[config.mk]
export PLATFORM = sky130hd
export DESIGN_NAME = xpt_phase_timer
export DESIGN_NICKNAME = d
export VERILOG_FILES = /design/src/include/xpt_pkg.sv /design/src/xpt_clk_div.sv /design/src/xpt_ready_sync.sv /design/src/xpt_phase_timer.sv
export SDC_FILE = /design/constraint.sdc
export NUM_CORES = 1
export LEC_CHECK = 0
export ABC_CLOCK_PERIOD_IN_PS = 3700
export BUFFER_PORTS_ARGS = -buffer_cell sky130_fd_sc_hd__buf_4
export CORE_MARGIN = 2
export CORE_UTILIZATION = 58
export DETAILED_ROUTE_END_ITERATION = 8
export PLACE_DENSITY = 0.8
export SLEW_MARGIN = 25
export SYNTH_ARGS = -nofsm -noshare
export SYNTH_HDL_FRONTEND = slang
export SYNTH_HIERARCHICAL = 1
export SYNTH_SLANG_ARGS = --single-unit
[constraint.sdc]
create_clock -name aclk -period 3.7 [get_ports aclk]
set_input_delay 0 -clock aclk [delete_from_list [all_inputs] [get_ports aclk]]
set_output_delay 0 -clock aclk [all_outputs]
set_load 0.1 [all_outputs]
[src/include/xpt_pkg.sv]
// Purpose: shared constants for the external bus phase timer
// Assumes: one 250 MHz clock, AXI4-Lite register access
// Notes: offsets are byte addresses, one 32-bit word per register
package xpt_pkg;
    localparam int ZONES = 3;
    localparam int LEAD_W = 2;
    localparam int ACT_W = 3;
    localparam int TRAIL_W = 2;
    localparam int CNT_W = 8;
    // register map
    localparam logic [7:0] ADDR_CTRL = 8'h00;
    localparam logic [7:0] ADDR_STATUS = 8'h04;
    localparam logic [7:0] ADDR_REQ = 8'h08;
    localparam logic [7:0] ADDR_TIMING0 = 8'h10;
    localparam logic [7:0] ADDR_DONE_CNT = 8'h20;
    // zone timing register fields
    localparam int F_RD_LEAD = 0;
    localparam int F_RD_ACT = 2;
    localparam int F_RD_TRAIL = 5;
    localparam int F_WR_LEAD = 7;
    localparam int F_WR_ACT = 9;
    localparam int F_WR_TRAIL = 12;
    localparam int F_DOUBLE = 14;
    localparam int F_USE_READY = 15;
    localparam int F_READY_STYLE = 16;
    localparam logic [16:0] TIMING_RESET = 17'h1ffff;
    // control fields
    localparam int F_CLK_HALF = 0;
    localparam int F_TIMCLK_HALF = 1;
    // request fields
    localparam int F_REQ_WRITE = 0;
    localparam int F_REQ_ZONE = 4;
    localparam logic [1:0] RESP_OKAY = 2'b00;
    localparam logic [1:0] RESP_SLVERR = 2'b10;
    typedef enum logic [1:0] {
        PH_IDLE = 2'b00,
        PH_LEAD = 2'b01,
        PH_ACTIVE = 2'b10,
        PH_TRAIL = 2'b11
    } xpt_phase_e;
endpackage

[src/xpt_clk_div.sv]
// Purpose: divider making the timing-clock enable and the external bus clock
// Assumes: halves selected by control bits
// Notes: the bus clock toggles on timing ticks when halved
`timescale 1ns/100ps
module xpt_clk_div
    import xpt_pkg::*;
(
    input wire logic aclk,
    input wire logic aresetn,
    input wire logic timclk_half,
    input wire logic busclk_half,
    output logic tick,
    output logic bus_clk
);
    logic phase;
    logic next_phase;
    logic next_tick;
    logic next_bus_clk;
    logic half_phase;
    logic next_half_phase;

    // full rate at full timing is capped at half of aclk, a flop toggles once a cycle
    always_comb begin
        next_phase = timclk_half ? ~phase : 1'b1;
        next_tick = timclk_half ? phase : 1'b1;
        next_bus_clk = bus_clk;
        next_half_phase = half_phase;
        if (next_tick) begin
            next_half_phase = ~half_phase;
            if (!busclk_half || timclk_half || half_phase) begin
                next_bus_clk = ~bus_clk;
            end
        end
        if (!busclk_half && !next_tick) begin
            next_bus_clk = 1'b0;
        end
    end

    always_ff @(posedge aclk) begin
        if (!aresetn) begin
            phase <= 1'b0;
            tick <= 1'b0;
            bus_clk <= 1'b0;
            half_phase <= 1'b0;
        end else begin
            phase <= next_phase;
            tick <= next_tick;
            bus_clk <= next_bus_clk;
            half_phase <= next_half_phase;
        end
    end
endmodule

[src/xpt_ready_sync.sv]
// Purpose: ready input sampling, direct or through two flops
// Assumes: ready is high when the external device is ready
// Notes: async style adds two cycles of latency
`timescale 1ns/100ps
module xpt_ready_sync
    import xpt_pkg::*;
(
    input wire logic aclk,
    input wire logic aresetn,
    input wire logic ready_in,
    input wire logic async_style,
    output logic ready_ok
);
    logic meta;
    logic sync;
    logic next_ready_ok;

    always_comb begin
        next_ready_ok = async_style ? sync : ready_in;
    end

    always_ff @(posedge aclk) begin
        if (!aresetn) begin
            meta <= 1'b0;
            sync <= 1'b0;
            ready_ok <= 1'b0;
        end else begin
            meta <= ready_in;
            sync <= meta;
            ready_ok <= next_ready_ok;
        end
    end
endmodule

[src/xpt_phase_timer.sv]
// Purpose: lead/active/trail phase timer for external parallel memory zones
// Assumes: AXI4-Lite slave, answers one cycle after both write channels are taken
// Notes: timing values are never checked; software keeps them legal
`timescale 1ns/100ps
module xpt_phase_timer
    import xpt_pkg::*;
(
    input wire logic aclk,
    input wire logic aresetn,
    input wire logic [7:0] s_axi_awaddr,
    input wire logic s_axi_awvalid,
    output logic s_axi_awready,
    input wire logic [31:0] s_axi_wdata,
    input wire logic [3:0] s_axi_wstrb,
    input wire logic s_axi_wvalid,
    output logic s_axi_wready,
    output logic [1:0] s_axi_bresp,
    output logic s_axi_bvalid,
    input wire logic s_axi_bready,
    input wire logic [7:0] s_axi_araddr,
    input wire logic s_axi_arvalid,
    output logic s_axi_arready,
    output logic [31:0] s_axi_rdata,
    output logic [1:0] s_axi_rresp,
    output logic s_axi_rvalid,
    input wire logic s_axi_rready,
    input wire logic external_ready_input,
    output logic read_strobe_n,
    output logic write_strobe_low_n,
    output logic write_strobe_high_n,
    output logic [ZONES-1:0] zone_chip_select_n,
    output logic external_bus_clock_output
);
    // ******************************
    // registers
    // ******************************
    logic [16:0] zone_timing_register [ZONES];
    logic [16:0] next_timing [ZONES];
    logic [1:0] ctrl;
    logic [1:0] next_ctrl;
    logic [31:0] done_cnt;
    logic [31:0] next_done_cnt;
    logic aw_hold;
    logic next_aw_hold;
    logic w_hold;
    logic next_w_hold;
    logic [7:0] aw_addr;
    logic [7:0] next_aw_addr;
    logic [31:0] w_data;
    logic [31:0] next_w_data;
    logic [3:0] w_strb;
    logic [3:0] next_w_strb;
    logic next_bvalid;
    logic [1:0] next_bresp;
    logic next_rvalid;
    logic [31:0] next_rdata;
    logic [1:0] next_rresp;
    logic req_pulse;
    logic req_write;
    logic [1:0] req_zone;

    // ******************************
    // phase state
    // ******************************
    xpt_phase_e phase;
    xpt_phase_e next_phase;
    logic [CNT_W-1:0] cnt;
    logic [CNT_W-1:0] next_cnt;
    logic is_write;
    logic next_is_write;
    logic [1:0] zone;
    logic [1:0] next_zone;
    logic pend;
    logic next_pend;
    logic pend_write;
    logic next_pend_write;
    logic [1:0] pend_zone;
    logic [1:0] next_pend_zone;
    logic tick;
    logic bus_clk;
    logic ready_ok;
    logic next_rd_n;
    logic next_wr_n;
    logic [ZONES-1:0] next_cs_n;

    // count doubling for the phase sequencer and register word widening for the read path
    function automatic logic [CNT_W-1:0] scale(input logic [CNT_W-1:0] v, input logic dbl);
        scale = dbl ? CNT_W'(v << 1) : v;
    endfunction

    function automatic logic [31:0] reg_word(input logic [16:0] v);
        reg_word = 32'(v);
    endfunction

    logic [16:0] cur;
    assign cur = zone_timing_register[zone];

    xpt_clk_div u_div (
        .aclk(aclk),
        .aresetn(aresetn),
        .timclk_half(ctrl[F_TIMCLK_HALF]),
        .busclk_half(ctrl[F_CLK_HALF]),
        .tick(tick),
        .bus_clk(bus_clk)
    );

    xpt_ready_sync u_rdy (
        .aclk(aclk),
        .aresetn(aresetn),
        .ready_in(external_ready_input),
        .async_style(cur[F_READY_STYLE]),
        .ready_ok(ready_ok)
    );

    // ******************************
    // bus slave
    // ******************************
    always_comb begin
        next_aw_hold = aw_hold;
        next_w_hold = w_hold;
        next_aw_addr = aw_addr;
        next_w_data = w_data;
        next_w_strb = w_strb;
        next_bvalid = s_axi_bvalid;
        next_bresp = s_axi_bresp;
        next_rvalid = s_axi_rvalid;
        next_rdata = s_axi_rdata;
        next_rresp = s_axi_rresp;
        next_ctrl = ctrl;
        for (int i = 0; i < ZONES; i++) begin
            next_timing[i] = zone_timing_register[i];
        end
        req_pulse = 1'b0;
        req_write = 1'b0;
        req_zone = 2'b00;
        if (s_axi_awvalid && s_axi_awready) begin
            next_aw_hold = 1'b1;
            next_aw_addr = s_axi_awaddr;
        end
        if (s_axi_wvalid && s_axi_wready) begin
            next_w_hold = 1'b1;
            next_w_data = s_axi_wdata;
            next_w_strb = s_axi_wstrb;
        end
        if (aw_hold && w_hold && !s_axi_bvalid) begin
            next_aw_hold = 1'b0;
            next_w_hold = 1'b0;
            next_bvalid = 1'b1;
            next_bresp = RESP_OKAY;
            if (aw_addr >= ADDR_TIMING0 && aw_addr < ADDR_TIMING0 + 8'(4 * ZONES)) begin
                for (int i = 0; i < ZONES; i++) begin
                    if (aw_addr == ADDR_TIMING0 + 8'(4 * i)) begin
                        if (w_strb[0]) next_timing[i][7:0] = w_data[7:0];
                        if (w_strb[1]) next_timing[i][15:8] = w_data[15:8];
                        if (w_strb[2]) next_timing[i][16] = w_data[16];
                    end
                end
            end else if (aw_addr == ADDR_CTRL) begin
                if (w_strb[0]) next_ctrl = w_data[1:0];
            end else if (aw_addr == ADDR_REQ) begin
                req_pulse = 1'b1;
                req_write = w_data[F_REQ_WRITE];
                req_zone = w_data[F_REQ_ZONE +: 2];
                if (w_data[F_REQ_ZONE +: 2] >= 2'(ZONES)) next_bresp = RESP_SLVERR;
            end else begin
                next_bresp = RESP_SLVERR;
            end
        end
        if (s_axi_bvalid && s_axi_bready) begin
            next_bvalid = 1'b0;
        end
        if (s_axi_arvalid && s_axi_arready) begin
            next_rvalid = 1'b1;
            next_rresp = RESP_OKAY;
            next_rdata = 32'h0;
            if (s_axi_araddr == ADDR_CTRL) begin
                next_rdata = 32'(ctrl);
            end else if (s_axi_araddr == ADDR_STATUS) begin
                next_rdata = {27'h0, pend, is_write, phase, ready_ok};
            end else if (s_axi_araddr == ADDR_DONE_CNT) begin
                next_rdata = done_cnt;
            end else if (s_axi_araddr >= ADDR_TIMING0
                         && s_axi_araddr < ADDR_TIMING0 + 8'(4 * ZONES)) begin
                next_rdata = reg_word(zone_timing_register[2'(s_axi_araddr[3:2])]);
            end else if (s_axi_araddr != ADDR_REQ) begin
                next_rresp = RESP_SLVERR;
            end
        end else if (s_axi_rvalid && s_axi_rready) begin
            next_rvalid = 1'b0;
        end
    end

    // ******************************
    // phase sequencer
    // ******************************
    always_comb begin
        next_phase = phase;
        next_cnt = cnt;
        next_is_write = is_write;
        next_zone = zone;
        next_pend = pend;
        next_pend_write = pend_write;
        next_pend_zone = pend_zone;
        next_done_cnt = done_cnt;
        next_rd_n = read_strobe_n;
        next_wr_n = write_strobe_low_n;
        next_cs_n = zone_chip_select_n;
        if (req_pulse && req_zone < 2'(ZONES)) begin
            next_pend = 1'b1;
            next_pend_write = req_write;
            next_pend_zone = req_zone;
        end
        if (tick) begin
            unique case (phase)
                PH_IDLE: begin
                    if (pend) begin
                        // start lead phase
                        // a refused zone must not leave a request queued
                        next_pend = req_pulse && req_zone < 2'(ZONES);
                        next_is_write = pend_write;
                        next_zone = pend_zone;
                        next_phase = PH_LEAD;
                        next_cs_n = ~(ZONES'(1) << pend_zone);
                        next_cnt = scale(CNT_W'(pend_write
                            ? zone_timing_register[pend_zone][F_WR_LEAD +: LEAD_W]
                            : zone_timing_register[pend_zone][F_RD_LEAD +: LEAD_W]),
                            zone_timing_register[pend_zone][F_DOUBLE]);
                    end
                end
                PH_LEAD: begin
                    if (cnt <= CNT_W'(1)) begin
                        next_phase = PH_ACTIVE;
                        next_cnt = scale(CNT_W'(is_write ? cur[F_WR_ACT +: ACT_W]
                            : cur[F_RD_ACT +: ACT_W]), cur[F_DOUBLE]) + CNT_W'(1);
                        next_rd_n = is_write;
                        next_wr_n = ~is_write;
                    end else begin
                        next_cnt = cnt - CNT_W'(1);
                    end
                end
                PH_ACTIVE: begin
                    if (cnt <= CNT_W'(1) && (!cur[F_USE_READY] || ready_ok)) begin
                        next_phase = PH_TRAIL;
                        next_rd_n = 1'b1;
                        next_wr_n = 1'b1;
                        next_cnt = scale(CNT_W'(is_write ? cur[F_WR_TRAIL +: TRAIL_W]
                            : cur[F_RD_TRAIL +: TRAIL_W]), cur[F_DOUBLE]);
                    end else if (cnt > CNT_W'(1)) begin
                        next_cnt = cnt - CNT_W'(1);
                    end
                end
                PH_TRAIL: begin
                    if (cnt <= CNT_W'(1)) begin
                        next_phase = PH_IDLE;
                        next_cs_n = '1;
                        next_done_cnt = done_cnt + 32'h1;
                    end else begin
                        next_cnt = cnt - CNT_W'(1);
                    end
                end
            endcase
        end
    end

    always_ff @(posedge aclk) begin
        if (!aresetn) begin
            for (int i = 0; i < ZONES; i++) begin
                zone_timing_register[i] <= TIMING_RESET;
            end
            ctrl <= 2'h0;
            done_cnt <= 32'h0;
            aw_hold <= 1'b0;
            w_hold <= 1'b0;
            aw_addr <= 8'h0;
            w_data <= 32'h0;
            w_strb <= 4'h0;
            s_axi_bvalid <= 1'b0;
            s_axi_bresp <= 2'h0;
            s_axi_rvalid <= 1'b0;
            s_axi_rdata <= 32'h0;
            s_axi_rresp <= 2'h0;
            s_axi_awready <= 1'b0;
            s_axi_wready <= 1'b0;
            s_axi_arready <= 1'b0;
            phase <= PH_IDLE;
            cnt <= '0;
            is_write <= 1'b0;
            zone <= 2'h0;
            pend <= 1'b0;
            pend_write <= 1'b0;
            pend_zone <= 2'h0;
            read_strobe_n <= 1'b1;
            write_strobe_low_n <= 1'b1;
            write_strobe_high_n <= 1'b1;
            zone_chip_select_n <= '1;
            external_bus_clock_output <= 1'b0;
        end else begin
            for (int i = 0; i < ZONES; i++) begin
                zone_timing_register[i] <= next_timing[i];
            end
            ctrl <= next_ctrl;
            done_cnt <= next_done_cnt;
            aw_hold <= next_aw_hold;
            w_hold <= next_w_hold;
            aw_addr <= next_aw_addr;
            w_data <= next_w_data;
            w_strb <= next_w_strb;
            s_axi_bvalid <= next_bvalid;
            s_axi_bresp <= next_bresp;
            s_axi_rvalid <= next_rvalid;
            s_axi_rdata <= next_rdata;
            s_axi_rresp <= next_rresp;
            s_axi_awready <= ~next_aw_hold & ~next_bvalid;
            s_axi_wready <= ~next_w_hold & ~next_bvalid;
            s_axi_arready <= ~next_rvalid & ~(s_axi_arvalid & s_axi_arready);
            phase <= next_phase;
            cnt <= next_cnt;
            is_write <= next_is_write;
            zone <= next_zone;
            pend <= next_pend;
            pend_write <= next_pend_write;
            pend_zone <= next_pend_zone;
            read_strobe_n <= next_rd_n;
            write_strobe_low_n <= next_wr_n;
            write_strobe_high_n <= next_wr_n;
            zone_chip_select_n <= next_cs_n;
            external_bus_clock_output <= bus_clk;
        end
    end

    // ******************************
    // checks
    // ******************************
    strobe_in_active_a:
        assert property (@(posedge aclk) disable iff (!aresetn)
            (!read_strobe_n || !write_strobe_low_n) |-> phase == PH_ACTIVE)
        else $error("strobe outside active phase");
    cs_during_access_a:
        assert property (@(posedge aclk) disable iff (!aresetn)
            (phase != PH_IDLE) |-> !(&zone_chip_select_n))
        else $error("chip select released during access");
    outputs_on_tick_a:
        assert property (@(posedge aclk) disable iff (!aresetn)
            $changed(zone_chip_select_n) |-> $past(tick))
        else $error("chip select moved off a tick");
    no_wait_ignored_a:
        assert property (@(posedge aclk) disable iff (!aresetn)
            (phase == PH_ACTIVE && tick && cnt == CNT_W'(1) && !cur[F_USE_READY])
            |=> phase == PH_TRAIL)
        else $error("wait inserted while ready ignored");
    wait_ready_low_a:
        assert property (@(posedge aclk) disable iff (!aresetn)
            (phase == PH_ACTIVE && cur[F_USE_READY] && !ready_ok) |=> phase == PH_ACTIVE)
        else $error("active ended while not ready");
    lead_counts_down_a:
        assert property (@(posedge aclk) disable iff (!aresetn)
            (phase == PH_LEAD && tick && cnt > CNT_W'(1)) |=> phase == PH_LEAD
                && cnt == $past(cnt) - CNT_W'(1))
        else $error("lead count not decremented");
    trail_to_idle_a:
        assert property (@(posedge aclk) disable iff (!aresetn)
            (phase == PH_TRAIL && tick && cnt <= CNT_W'(1)) |=> phase == PH_IDLE
                && done_cnt == $past(done_cnt) + 32'h1)
        else $error("trail did not close access");
    resp_held_a:
        assert property (@(posedge aclk) disable iff (!aresetn)
            (s_axi_bvalid && !s_axi_bready) |=> s_axi_bvalid && $stable(s_axi_bresp))
        else $error("write response dropped");
endmodule

# After elaboration in Yosys (flattened, before gate mapping)
# Memory sizes are Yosys's and may differ from the RTL's. A register that Yosys moved wholly into a read port is not among the register bits.
# Index checks and enable logic that the tools add are counted.
[totals] ff_bits=135 ram_bits=51 in_bits=60 wordCells=259 mem_count=1
[mem_list] memory="zone_timing_register" words=3 word_bits=17 read_ports=3 rd_clocked_by_memory_dff=2 write_ports=3 line="xpt_phase_timer.sv:37" rtl="logic [16:0] zone_timing_register [ZONES];"
[classes] add_sub_neg=3 magnitude_cmp=8 n_eq_ne=52 n_shift=1 n_mux=94 n_bitwise=25 n_reduce_logical=42
[op_table] op="$mux W8" count=17
[op_table] op="$mux W51" count=2
[op_table] op="$mux W32" count=3
[op_table] op="$mux W17" count=4
[op_table] op="$reduce_and A5 Y1" count=10
[op_table] op="$mux W2" count=23
[op_table] op="$ne A4 B4 Y1 const B" count=9
[op_table] op="$mux W1" count=34
[op_table] op="$add A32 B1 Y32 const B" count=1
[op_table] op="$pmux W8 S4" count=1
[op_table] op="$ne A3 B3 Y1 const B" count=10
[op_table] op="$ne A2 B2 Y1 const B" count=14
[op_table] op="$eq A8 B5 Y1 const B" count=3
[op_table] op="$ge A8 B5 Y1 const B" count=2
[op_table] op="$logic_not A8 Y1" count=2
[op_table] op="$lt A8 B5 Y1 const B" count=2
[op_table] op="$reduce_and A4 Y1" count=4
[op_table] op="$mux W3" count=5
[op_table] op="$logic_and A1 B1 Y1" count=12
[op_table] op="$not A1 Y1" count=11
[op_table] op="$ne A1 B1 Y1 const B" count=9
[op_table] op="$or A1 B1 Y1" count=9
[op_table] op="$eq A8 B3 Y1 const B" count=1
[op_table] op="$eq A8 B4 Y1 const B" count=1
[op_table] op="other kinds (24)" count=36

# Depth between registers and ports, before layout
# Gate-level depths: netlist of the first run.
[logic_depth] ltp_word=11 ltp_mapped=10

# Hierarchy
# Netlist of the first run, hierarchy kept.
[modules_own_cells] mod="xpt_phase_timer" instances=1 cells_each=876 area_each_um2=8249.2 seq_area_each_um2=4134.0
[modules_own_cells] mod="xpt_clk_div" instances=1 cells_each=15 area_each_um2=163.9 seq_area_each_um2=80.1
[modules_own_cells] mod="xpt_ready_sync" instances=1 cells_each=7 area_each_um2=88.8 seq_area_each_um2=60.1

# Worst setup path after synthesis of the first run
# OpenSTA, ideal clock, no wires.
[synth_path] kind="flip-flop to flip-flop" start="reg s_axi_bvalid" end="mem zone_timing_register[1][0], enable pin" setup_time_ns=0.384 t_arrival_ns=2.542 required_ns=3.316 path_slack_ns=0.774 stages_incl_launch_ff=6 path_buffers=0 period_less_slack_ns=2.926 cell_sequence="dfxtp_1 -> nand3b_1 -> nor2_1 -> nand3_1 -> or4b_1 -> o21ai_0"
[synth_rtl] item="start: declaration" line="xpt_phase_timer.sv:18" rtl="output logic s_axi_bvalid,"
[synth_rtl] item="start signal: assignment" line="xpt_phase_timer.sv:308" rtl="s_axi_bvalid <= next_bvalid;"
[synth_rtl] item="end: declaration" line="xpt_phase_timer.sv:37"

# Worst setup path after layout of the first run
[layout_path] start="reg cnt[2]" end="reg done_cnt[9]"
[layout_via] elab_chain_cells=2
[layout_rtl] item="start: declaration" line="xpt_phase_timer.sv:67" rtl="logic [CNT_W-1:0] cnt;"
[layout_rtl] item="start signal: assignment" line="xpt_phase_timer.sv:317" rtl="cnt <= next_cnt;"
[layout_rtl] item="$le A8 B1 Y1" line="xpt_phase_timer.sv:253" rtl="if (cnt <= CNT_W'(1)) begin"
[layout_rtl] item="$reduce_and A3 Y1 (no source line)"
[layout_rtl] item="end signal: assignment" line="xpt_phase_timer.sv:302" rtl="done_cnt <= next_done_cnt;"
[layout_rtl] item="end: declaration" line="xpt_phase_timer.sv:41" rtl="logic [31:0] done_cnt;"
# Every way passes these cells.
# A chain may end at the register's enable or synchronous reset.

==> impl_results.md, run 1 <==
* ANT nets after route at 0
* Adder-cell share of the synthesized area at 0.0118
* Slew Viols, Final at 0
* CP endpoint kind: flip-flop
* PortBufs at 89
* Seq/Total Area, Yosys at 0.503
* RSZ-0062 raised after global routing: no
* Flops & latches, synth at 188
* Cell count after synthesis at about 900
* Power Dens Cells at approximately 420 mW/mm^2
* Critical Path Sink: done_cnt[9]
* DIE AREA at between 0.015 and 0.02 sq mm
* Gr ovfl total at 0
* Cts bufs inserted at 17
* # H-tree levels at 4
* Initial antenna violation count at 0
* Final Hold Fails at 0
* DRC viols at 0
* Post-Syn Area at 0.00850 sq mm
* Clock-pin slew on the worst setup and hold paths at 60 ps
* Clock Latency Late Sink at ~420 ps
* Leading area contributor after synthesis: dfxtp_1
* Slew margin rel. at 0.400
* Clock skew at 6.49 ps
* Synth Warn # at 6
* Starting Density at 0.589
* Area Overhead vs Synth at 19.3%
* CTS tree: built
* Worst slew pin tran at a little under 900 ps
* Core box area at between 0.01 and 0.015 sq mm
* Maximum vdd drop at around 380 uV
* Total Nets Final at about 1100
* Total track usage at 0.253
* Worst r2r src: cnt[2]
* Tmin final at approximately 3000 ps
* Post-synth top area share at 0.323
* Total Wirelength at about 20000 microns
* Final non-filler cell total at between 1000 and 1500
* Max cap viols at 0
* Largest net degree at the start of global routing at roughly 100
* Synth Area in XOR/XNOR at 0.0288
* CTS Root Cell: clkbuf_16
* Post-CTS Setup Inserts at 0
* Sum Neg Setup Slack at 0 ps
* Crit. Startpoint: cnt[2]
* Clock sink count at ~190
* # rows at 44
* Antenna Cells at 0
* DR iter-0 viols at roughly 550
* Outcome: complete, no violations
* Fill cells at about 1100
* FF-to-FF End: done_cnt[9]
* Lkg Pwr at ~3.7 nW
* Worst EP required at about 4000 ps
* Routability cong. at slightly above 0.9
* Vias in the first global route at 6552
* Share of cells above drive strength 1 at 0.162
* Tcrit/Tclk final at 0.805
* Reg-to-reg slack, setup at between 700 and 800 ps
* Maximum fanout along the worst path at 14
* Post-synth EDFFs at 51
* Crit path launch type: flip-flop
* DP HPWL at about 14000 microns
* Top_reg_cell synth: dfxtp_1
* Clk buf depth at 2
* Mux contribution to synthesized area at 0.0865
* Arrival @ worst endpoint at ~3300 ps
* Largest family of logic cells by synthesized area: simple AND/OR/NAND/NOR gates
* FF-to-FF path depth at 6
* DR pass1 iterations at 5
* Num ports at approximately 110
* Worst Hold Class: in2reg
* Die W at between 100 and 150 microns
* Post-synth ARST share at 0
* Distinct cells, synth at 68
* Cell count after placement at between 1000 and 1500
* Die Y-Extent at around 130 microns
* Ranking of synthesized cells by area: dfxtp_1 32%, edfxtp_1 18%, nand2_1 6.0%, mux2i_1 4.9%, a21oi_1 4.0%
* Post-synthesis compound-gate area fraction at 0.119
* Global-route wire length before repair at between 30000 and 40000 microns
* Worst Setup Path Type: reg2reg
* Routed vias/inst at 5.86
* Max Fclk at around 340 MHz
* # setup viols final at 0
* # resized after CTS at 0
* Avg Cell Area, Syn at ~9.5 sq um
* Simple-gate share of the synthesized area at 0.216
* DR vias at 6965
* Routed WL per cell at between 15 and 20 microns
-- cell usage after synthesis, types with 3 or more instances --
master,instances
a311oi_1,5
nor2b_1,3
buf_4,3
dfxtp_1,137
and4_1,4
o21ai_1,12
nand3_1,35
or4_1,4
nand3b_1,3
a21oi_1,68
nand4_1,14
o31ai_1,3
o21ai_0,34
buf_1,4
nand2_1,136
or3_1,23
ha_1,8
clkbuf_1,46
nor4_1,3
a32oi_1,3
nand2b_1,6
xnor2_1,12
a211oi_1,5
mux4_2,8
mux2_2,12
mux2i_1,42
nor3_1,26
nor2_1,70
a221oi_1,12
o21a_1,4
and3_1,3
o22ai_1,4
and2_1,16
edfxtp_1,51
nor4b_1,3
inv_1,18
xor2_1,16
-- critical path, stage by stage, from the launching register on --
cell and delay, ps:
dfxtp_1 360, or4_4 590, or4_1 820, nor4_2 610
nand3_1 180, xnor2_1 160, and2_1 150
-- registers in the layout, indices dropped and copies added (netlist names), 2 cells and up, named ones only --
register and count:
cnt 8, ctrl 2, zone_chip_select_n 3, done_cnt 32
w_data 17, aw_addr 8, phase 2, s_axi_rdata 32
zone 2, w_strb 3, pend_zone 2, zone_timing_register 51
-- cell type report --
class	instances	area, sq um	area share
well taps	184	230	0.0227
clock inverters	8	68.8	0.00678
repair buffers	130	1080	0.106
inverters	19	71.3	0.00703
clock buffers	23	478	0.0471
flip-flops and latches	188	4270	0.421
multi-input cells	637	3950	0.389
-- layout by cell type, fill, tap and decap left out, types with 4 or more instances in the layout --
cell type / instances
dfxtp_1: 137
nand2_1: 135
buf_4: 97
nor2_1: 70
a21oi_1: 68
edfxtp_1: 51
mux2i_1: 42
nand3_1: 35
o21ai_0: 34
dlygate4sd3_1: 32
nor3_1: 25
or3_1: 23
inv_1: 17
and2_1: 17
clkbuf_16: 17
xor2_1: 16
nand4_1: 14
mux2_2: 12
o21ai_1: 12
xnor2_1: 12
a221oi_1: 12
mux4_2: 8
ha_1: 8
nand2b_1: 6
clkinv_2: 6
a311oi_1: 5
a211oi_1: 5
o21a_1: 4
and4_1: 4
or4_1: 4
o22ai_1: 4
-- cell families after synthesis --
group / after synthesis
xor gates and xnor gates: 28
buffers and inverters: 74
other: 1
adders and majority gates: 8
DFF: 188
AOI/OAI and AO/OA: 168
and+or+nand+nor: 369
muxes: 62
-- per-stage QoR --
step / instance area (sq um) / hold WS (ps) / utilization / power [mW] / setup slack [ps]
after global placement: 9240 / 214 / 0.641 / 2.59 / 807
final: 10100 / 63.9 / 0.703 / 4.28 / 720
after CTS: 10100 / 50.5 / 0.701 / 4.29 / 724
after floorplan: 8510 / 122 / - / 2.49 / 774
after global routing: 10100 / 102 / 0.703 / 4.42 / 525
after detailed placement: 9250 / 219 / 0.641 / 2.60 / 741
-- report_power, final --
| part | leakage [nW] | switching (mW) | internal [mW] | total [mW] |
|---|---|---|---|---|
| Combinational | 1.92 | 0.284 | 0.127 | 0.411 |
| Sequential | 1.46 | 0.0291 | 2.15 | 2.18 |
| Clock | 0.276 | 0.724 | 0.971 | 1.69 |
-- per-layer routing --
layer | GRT usage | part of all wire | up-vias
li1 | - | - | 3400
met1 | 0.331 | 0.43 | 3342
met2 | 0.430 | 0.50 | 202
met3 | 0.0578 | 0.052 | 21
met4 | 0.0614 | 0.012 | 0
met5 | 0 | 0 | -
-- timing repair --
item,CTS,global route
endpoints found under the hold margin,38,0
hold buffers,32,0
endpoints found under the setup margin,0,0
-- worst min-delay path by stage --
stage / startpoint / to / cells after the start
5_1_grt: s_axi_awvalid / aw_addr[4] / 4
2_1_floorplan: aresetn / u_div/half_phase / 1
3_3_place_gp: external_ready_input / u_rdy/meta / 2
6_report: s_axi_awvalid / aw_addr[2] / 4
4_1_cts: s_axi_awvalid / aw_addr[0] / 4
3_5_place_dp: external_ready_input / u_rdy/meta / 2
Note: power is estimated with default switching activity, not from simulation.
==> inputs of run 2 (changes only) <==
--- a/config.mk
+++ b/config.mk
@@ -5,7 +5,7 @@
 export SDC_FILE = /design/constraint.sdc
 export NUM_CORES = 1
 export LEC_CHECK = 0
-export ABC_CLOCK_PERIOD_IN_PS = 3700
+export ABC_CLOCK_PERIOD_IN_PS = 2990
 export BUFFER_PORTS_ARGS = -buffer_cell sky130_fd_sc_hd__buf_4
 export CORE_MARGIN = 2
 export CORE_UTILIZATION = 58
==> constraint.sdc (replaced) <==
create_clock -name aclk -period 2.99 [get_ports aclk]
set_input_delay 0 -clock aclk [delete_from_list [all_inputs] [get_ports aclk]]
set_output_delay 0 -clock aclk [all_outputs]
set_load 0.1 [all_outputs]
==> run 2 against run 1 <==
Net effect: wire length is 2.5% higher; clock skew barely moved; final area is 1.1% higher; worst hold slack worse by 35 ps; critical endpoint is now zone_chip_select_n[1]; maximum frequency increased by 10%; highest routed layer unchanged; combinational power is 26% higher; clock power rose by 32%.
==> impl_results.md, run 2 (synthesized netlist as in run 1, its figures left out) <==
* Outcome: complete, no violations
* Max incr delay on CP at 600 ps
* CTS tree: built
* Worst slew pin tran at around 700 ps
* Maximum vdd drop at 500 uV
* Cts bufs inserted at 17
* DRC viols at 0
* Maximum fanout along the worst path at 8
* Power Dens Cells at between 500 and 600 mW/mm^2
* Routed vias/inst at around 6.0
* Part of the power in registers at 0.495
* Antenna Cells at 0
* Clock-pin slew on the worst setup and hold paths at approximately 70 ps
* Starting Density at 0.589
* Num ports at ~110
* Lkg Pwr at ~3.7 nW
* Power Internal at about 4.1 mW
* Tcrit/Tclk final at 0.903
* Arrival @ worst endpoint at about 3000 ps
* Worst EP required at 3310 ps
* Routability cong. at slightly above 0.9
* Most frequent cells in the layout: 137 x dfxtp_1, 136 x nand2_1, 108 x buf_4
* Most common cell after layout, fill and taps aside: dfxtp_1
* DR iter-0 viols at around 770
* Clock sink count at approximately 190
* Clock network fraction of total power at 0.410
* Most frequent cell on the critical path: or4_4
* Final Hold Fails at 0
* Total Wirelength at slightly above 20000 microns
* Max Fclk at 370 MHz
* Number of flip-flops in the largest register at 51
* Total Nets Final at between 1000 and 1500
* Share of cells above drive strength 1 at 0.170
* Slowest cell on crit path: or4_4
* # setup viols final at 0
* Clk buf depth at 2
* Global-route wire length before repair at ~33000 microns
* Area Overhead vs Synth at 20.6%
* Die Y-Extent at 125 microns
* DR vias at a little over 7000
* RSZ-0062 raised after global routing: no
* Biggest register: zone_timing_register
* CP delay by family, top: simple AND/OR/NAND/NOR gates
* Top Registers: zone_timing_register: 51 flops, done_cnt: 32 flops, s_axi_rdata: 32 flops
* Comb power frac at 0.095
* ANT nets after route at 0
* Sw Ratio at 0.247
* CP endpoint kind: flip-flop
* Slew Viols, Final at 0
* CTS Root Cell: clkbuf_16
* DR pass1 iterations at 6
* Switching power at 1.34 mW
* CP bufs+invs at 1
* Die W at about 130 microns
* Worst Setup Path Type: reg2reg
* Clock Latency Late Sink at roughly 440 ps
* Core box area at 0.0144 sq mm
* Tmin final at 2700 ps
* Initial antenna violation count at 0
* Crit path launch type: flip-flop
* Vias in the first global route at roughly 6700
* PortBufs at about 90
* Largest net degree at the start of global routing at 101
* Max cap viols at 0
* Routed WL per cell at about 17 microns
* # H-tree levels at 4
* DIE AREA at between 0.015 and 0.02 sq mm
* CP Cell Sequence: or4_4 > or4_4 > buf_4 > mux2i_1 > nand2_1 > nor4b_1 > o21ai_1
* Sum Neg Setup Slack at 0 ps
* Min Hold Slack at between 20 and 30 ps
* DP HPWL at 13700 microns
* Clock skew at about 6.4 ps
* Worst Hold Class: in2reg
* Total track usage at 0.263
* # rows at 44
* Slew margin rel. at 0.511
* Gr ovfl total at 0
## run 2: power by group through the flow
| stage | Clock (mW) | Sequential, mW | Combinational [mW] |
|---|---|---|---|
| final | 2.23 | 2.69 | 0.517 |
| after global routing | 2.34 | 2.69 | 0.552 |
| after CTS | 2.24 | 2.69 | 0.509 |
| after detailed placement | 0 | 2.74 | 0.474 |
| after global placement | 0 | 2.74 | 0.468 |
| after floorplan | 0 | 2.89 | 0.187 |
## run 2: final cells by class
class | instances | area [sq um]
Clock buffer | 22 | 464
Clock inverter | 10 | 113
Fill cell | 1059 | 4170
Inverter | 19 | 71.3
Multi-Input combinational cell | 637 | 3940
Sequential cell | 188 | 4270
Tap cell | 184 | 230
Timing Repair Buffer | 141 | 1160
## run 2: routing by layer
layer,up-vias,track usage,part of all wire
li1,3439,-,-
met1,3427,0.337,0.42
met2,254,0.444,0.51
met3,37,0.0492,0.060
met4,0,0.103,0.016
met5,-,0,0
## run 2: what timing repair did
action                     in CTS  in global routing
setup endpoints to repair       0                  3
hold endpoints to repair       42                  0
buffers inserted                0                  0
hold buffers                   32                  0
resized for setup               0                  1
## run 2: final timing paths
kind / start / end / slack [ps] / cells past startpoint
max: cnt[3] / zone_chip_select_n[1] / 290 / 7
min: s_axi_awvalid / aw_addr[6] / 30 / 4
max reg2reg: cnt[3] / zone_chip_select_n[1] / 290 / 7
min reg2reg: u_rdy/meta / u_rdy/sync / 440 / 1
## run 2: worst register-to-register path: stages, from the launching register on
cell     delay, ps
dfxtp_1        350
or4_4          560
or4_4          600
buf_4          210
mux2i_1        300
nand2_1        160
nor4b_1        320
o21ai_1         90
## run 2: through the flow
| step | cells | utilization | area [sq um] | setup WS, ps | power (mW) |
|---|---|---|---|---|---|
| 2_1_floorplan | 899 | - | 8510 | 64.4 | 3.08 |
| 3_3_place_gp | 1136 | 0.647 | 9330 | 237 | 3.21 |
| 3_5_place_dp | 1136 | 0.647 | 9330 | 178 | 3.22 |
| 4_1_cts | 1200 | 0.709 | 10200 | 162 | 5.43 |
| 5_1_grt | 1201 | 0.711 | 10300 | 135 | 5.58 |
| 6_report | 1201 | 0.711 | 10300 | 289 | 5.43 |
==> inputs of run 3 (changes only) <==
--- a/config.mk
+++ b/config.mk
@@ -5,12 +5,13 @@
 export SDC_FILE = /design/constraint.sdc
 export NUM_CORES = 1
 export LEC_CHECK = 0
-export ABC_CLOCK_PERIOD_IN_PS = 2990
+export ABC_CLOCK_PERIOD_IN_PS = 3200
 export BUFFER_PORTS_ARGS = -buffer_cell sky130_fd_sc_hd__buf_4
 export CORE_MARGIN = 2
-export CORE_UTILIZATION = 58
+export CORE_UTILIZATION = 60
+export CTS_CLUSTER_SIZE = 40
 export DETAILED_ROUTE_END_ITERATION = 8
-export PLACE_DENSITY = 0.8
+export PLACE_DENSITY = 0.82
 export SLEW_MARGIN = 25
 export SYNTH_ARGS = -nofsm -noshare
 export SYNTH_HDL_FRONTEND = slang
==> constraint.sdc (replaced) <==
create_clock -name aclk -period 3.2 [get_ports aclk]
set_input_delay 0 -clock aclk [delete_from_list [all_inputs] [get_ports aclk]]
set_output_delay 0 -clock aclk [all_outputs]
set_load 0.1 [all_outputs]
==> run 3 against run 2 <==
Net effect: critical path depth fell by 1; worst setup slack improved by 47 ps; maximum frequency fell by 5.7%; non-clock buffer count fell by 5; worst hold slack improved by 16 ps; first-iteration DRC count fell by 24%; clock power fell by 15%; largest power group unchanged; highest routed layer unchanged.
==> impl_results.md, run 3 (synthesized netlist as in run 1, its figures left out) <==
* Outcome: complete, no violations
* Total Wirelength at roughly 20000 microns
* Max Used Layer: met4
* Tmin final at between 2000 and 3000 ps
* Most frequent cells in the layout: 137 x dfxtp_1, 136 x nand2_1, 103 x buf_4
* Arrival @ worst endpoint at around 3200 ps
* DR pass1 iterations at 7
* Pre-CTS WS at between 300 and 400 ps
* Cts bufs inserted at 17
* ANT nets after route at 0
* Final core utilization at 0.732
* Max cap viols at 0
* Area Overhead vs Synth at 19.5%
* Worst EP required at between 3000 and 4000 ps
* Most common cell after layout, fill and taps aside: dfxtp_1
* # rows at between 40 and 50
* CP bufs+invs at 0
* Total track usage at 0.269
* Crit path launch type: flip-flop
* DR vias at around 7000
* # setup viols final at 0
* DIE AREA at between 0.015 and 0.02 sq mm
* Gr ovfl total at 0
* Max incr delay on CP at ~760 ps
* Worst Hold Class: in2reg
* Die W at between 100 and 150 microns
* # H-tree levels at 4
* Worst slew pin tran at about 760 ps
* Total Nets Final at approximately 1100
* Slowest cell on crit path: or4_1
* Overall power at around 4.9 mW
* Hold Path Cell Cnt at 4
* WL met1 at 8420 microns
* Lkg Pwr at 3.66 nW
* DR iter-0 viols at just under 600
* DP HPWL at ~14000 microns
* Num ports at roughly 110
* Largest net degree at the start of global routing at slightly above 100
* Routed vias/inst at roughly 5.9
* Clock-pin slew on the worst setup and hold paths at around 70 ps
* Clock Latency Late Sink at 430 ps
* Final Hold Fails at 0
* Clk buf depth at 2
* Number of flip-flops in the largest register at around 50
* Final worst slack at 336 ps
* # resized after CTS at 0
* CP Cell Sequence: or4_4 > or4_1 > nor3_4 > nand2_4 > or4_1 > a21oi_1
* Met2 Routed Length at 9770 microns
* PortBufs at 89
* CTS tree: built
* CP delay by family, top: simple AND/OR/NAND/NOR gates
* RSZ-0062 raised after global routing: no
* Top Registers: zone_timing_register: 51 flops, done_cnt: 32 flops, s_axi_rdata: 32 flops
* Global-route wire length before repair at about 32000 microns
* Routed WL per cell at 16.6 microns
* Core box area at around 0.014 sq mm
* Met3 wire len at 1100 microns
* Sum Neg Setup Slack at 0 ps
* Biggest register: zone_timing_register
* Clock skew at slightly above 10 ps
* Slew margin rel. at 0.495
* Clock sink count at ~190
* FF-to-FF path depth at 6
* Power Dens Cells at 482 mW/mm^2
* Die Y-Extent at between 100 and 150 microns
* CTS Root Cell: clkbuf_16
* Slew Viols, Final at 0
* Initial antenna violation count at 0
* Antenna Cells at 0
* Vias in the first global route at 6540
* Maximum vdd drop at about 400 uV
* Starting Density at 0.612
* Most frequent cell on the critical path: or4_1
* Max Fclk at roughly 350 MHz
* Maximum fanout along the worst path at 10
* CP Depth at 6
* Share of cells above drive strength 1 at 0.161
* CP endpoint kind: flip-flop
* DRC viols at 0
* Tcrit/Tclk final at 0.895
* Routability cong. at about 0.95
* Worst Setup Path Type: reg2reg
## run 3: cell count changes in the layout (fill, tap and decap cells not counted), sizes merged
cell / before / now
clkbuf: 22 / 26
clkinv: 2 / 4
bufinv: 2 / 0
inv: 22 / 20
clkinvlp: 3 / 1
buf: 109 / 104
## run 3: per-stage QoR
stage / instance area (sq um) / cells / hold WS [ps]
2_1_floorplan: 8510 / 899 / 122
3_3_place_gp: 9280 / 1127 / 213
3_5_place_dp: 9280 / 1127 / 248
4_1_cts: 10100 / 1191 / 16.0
5_1_grt: 10200 / 1192 / 66.4
6_report: 10200 / 1192 / 44.5
## run 3: where the power goes
part           switching (mW)  internal, mW  leakage, nW  total (mW)
registers              0.0336          2.48         1.46        2.52
clock network           0.844          1.06        0.255        1.90
logic                   0.328         0.150         1.95       0.477
## run 3: timing repair
item | CTS | global route
setup buffers | 0 | 0
hold buffers | 32 | 0
hold endpoints to repair | 40 | 0
## run 3: tightest hold or removal path: stages
cell	delay, ps
buf_4	80
nand2_1	170
nand2_1	120
a21oi_1	50
## run 3: cell type report
cell class                 instances  area [sq um]
multi-input combinational        637          3940
clock inverter                     6          35.0
sequential                       188          4270
fill                            1003          3720
timing repair buffer             136          1120
clock buffer                      26           490
inverter                          19          71.3
tap                              180           225
## run 3: layer usage
layer / vias up / track usage
met1: 3325 / 0.342
li1: 3427 / -
met5: - / 0
met2: 210 / 0.442
met3: 36 / 0.0637
met4: 0 / 0.111
## run 3: worst paths after layout
kind,start,to,slack [ps]
setup / recovery,cnt[2],done_cnt[25],340
setup reg to reg,cnt[2],done_cnt[25],340
hold reg to reg,s_axi_rdata[22],s_axi_rdata[22],450
hold / removal,s_axi_awvalid,aw_addr[5],40
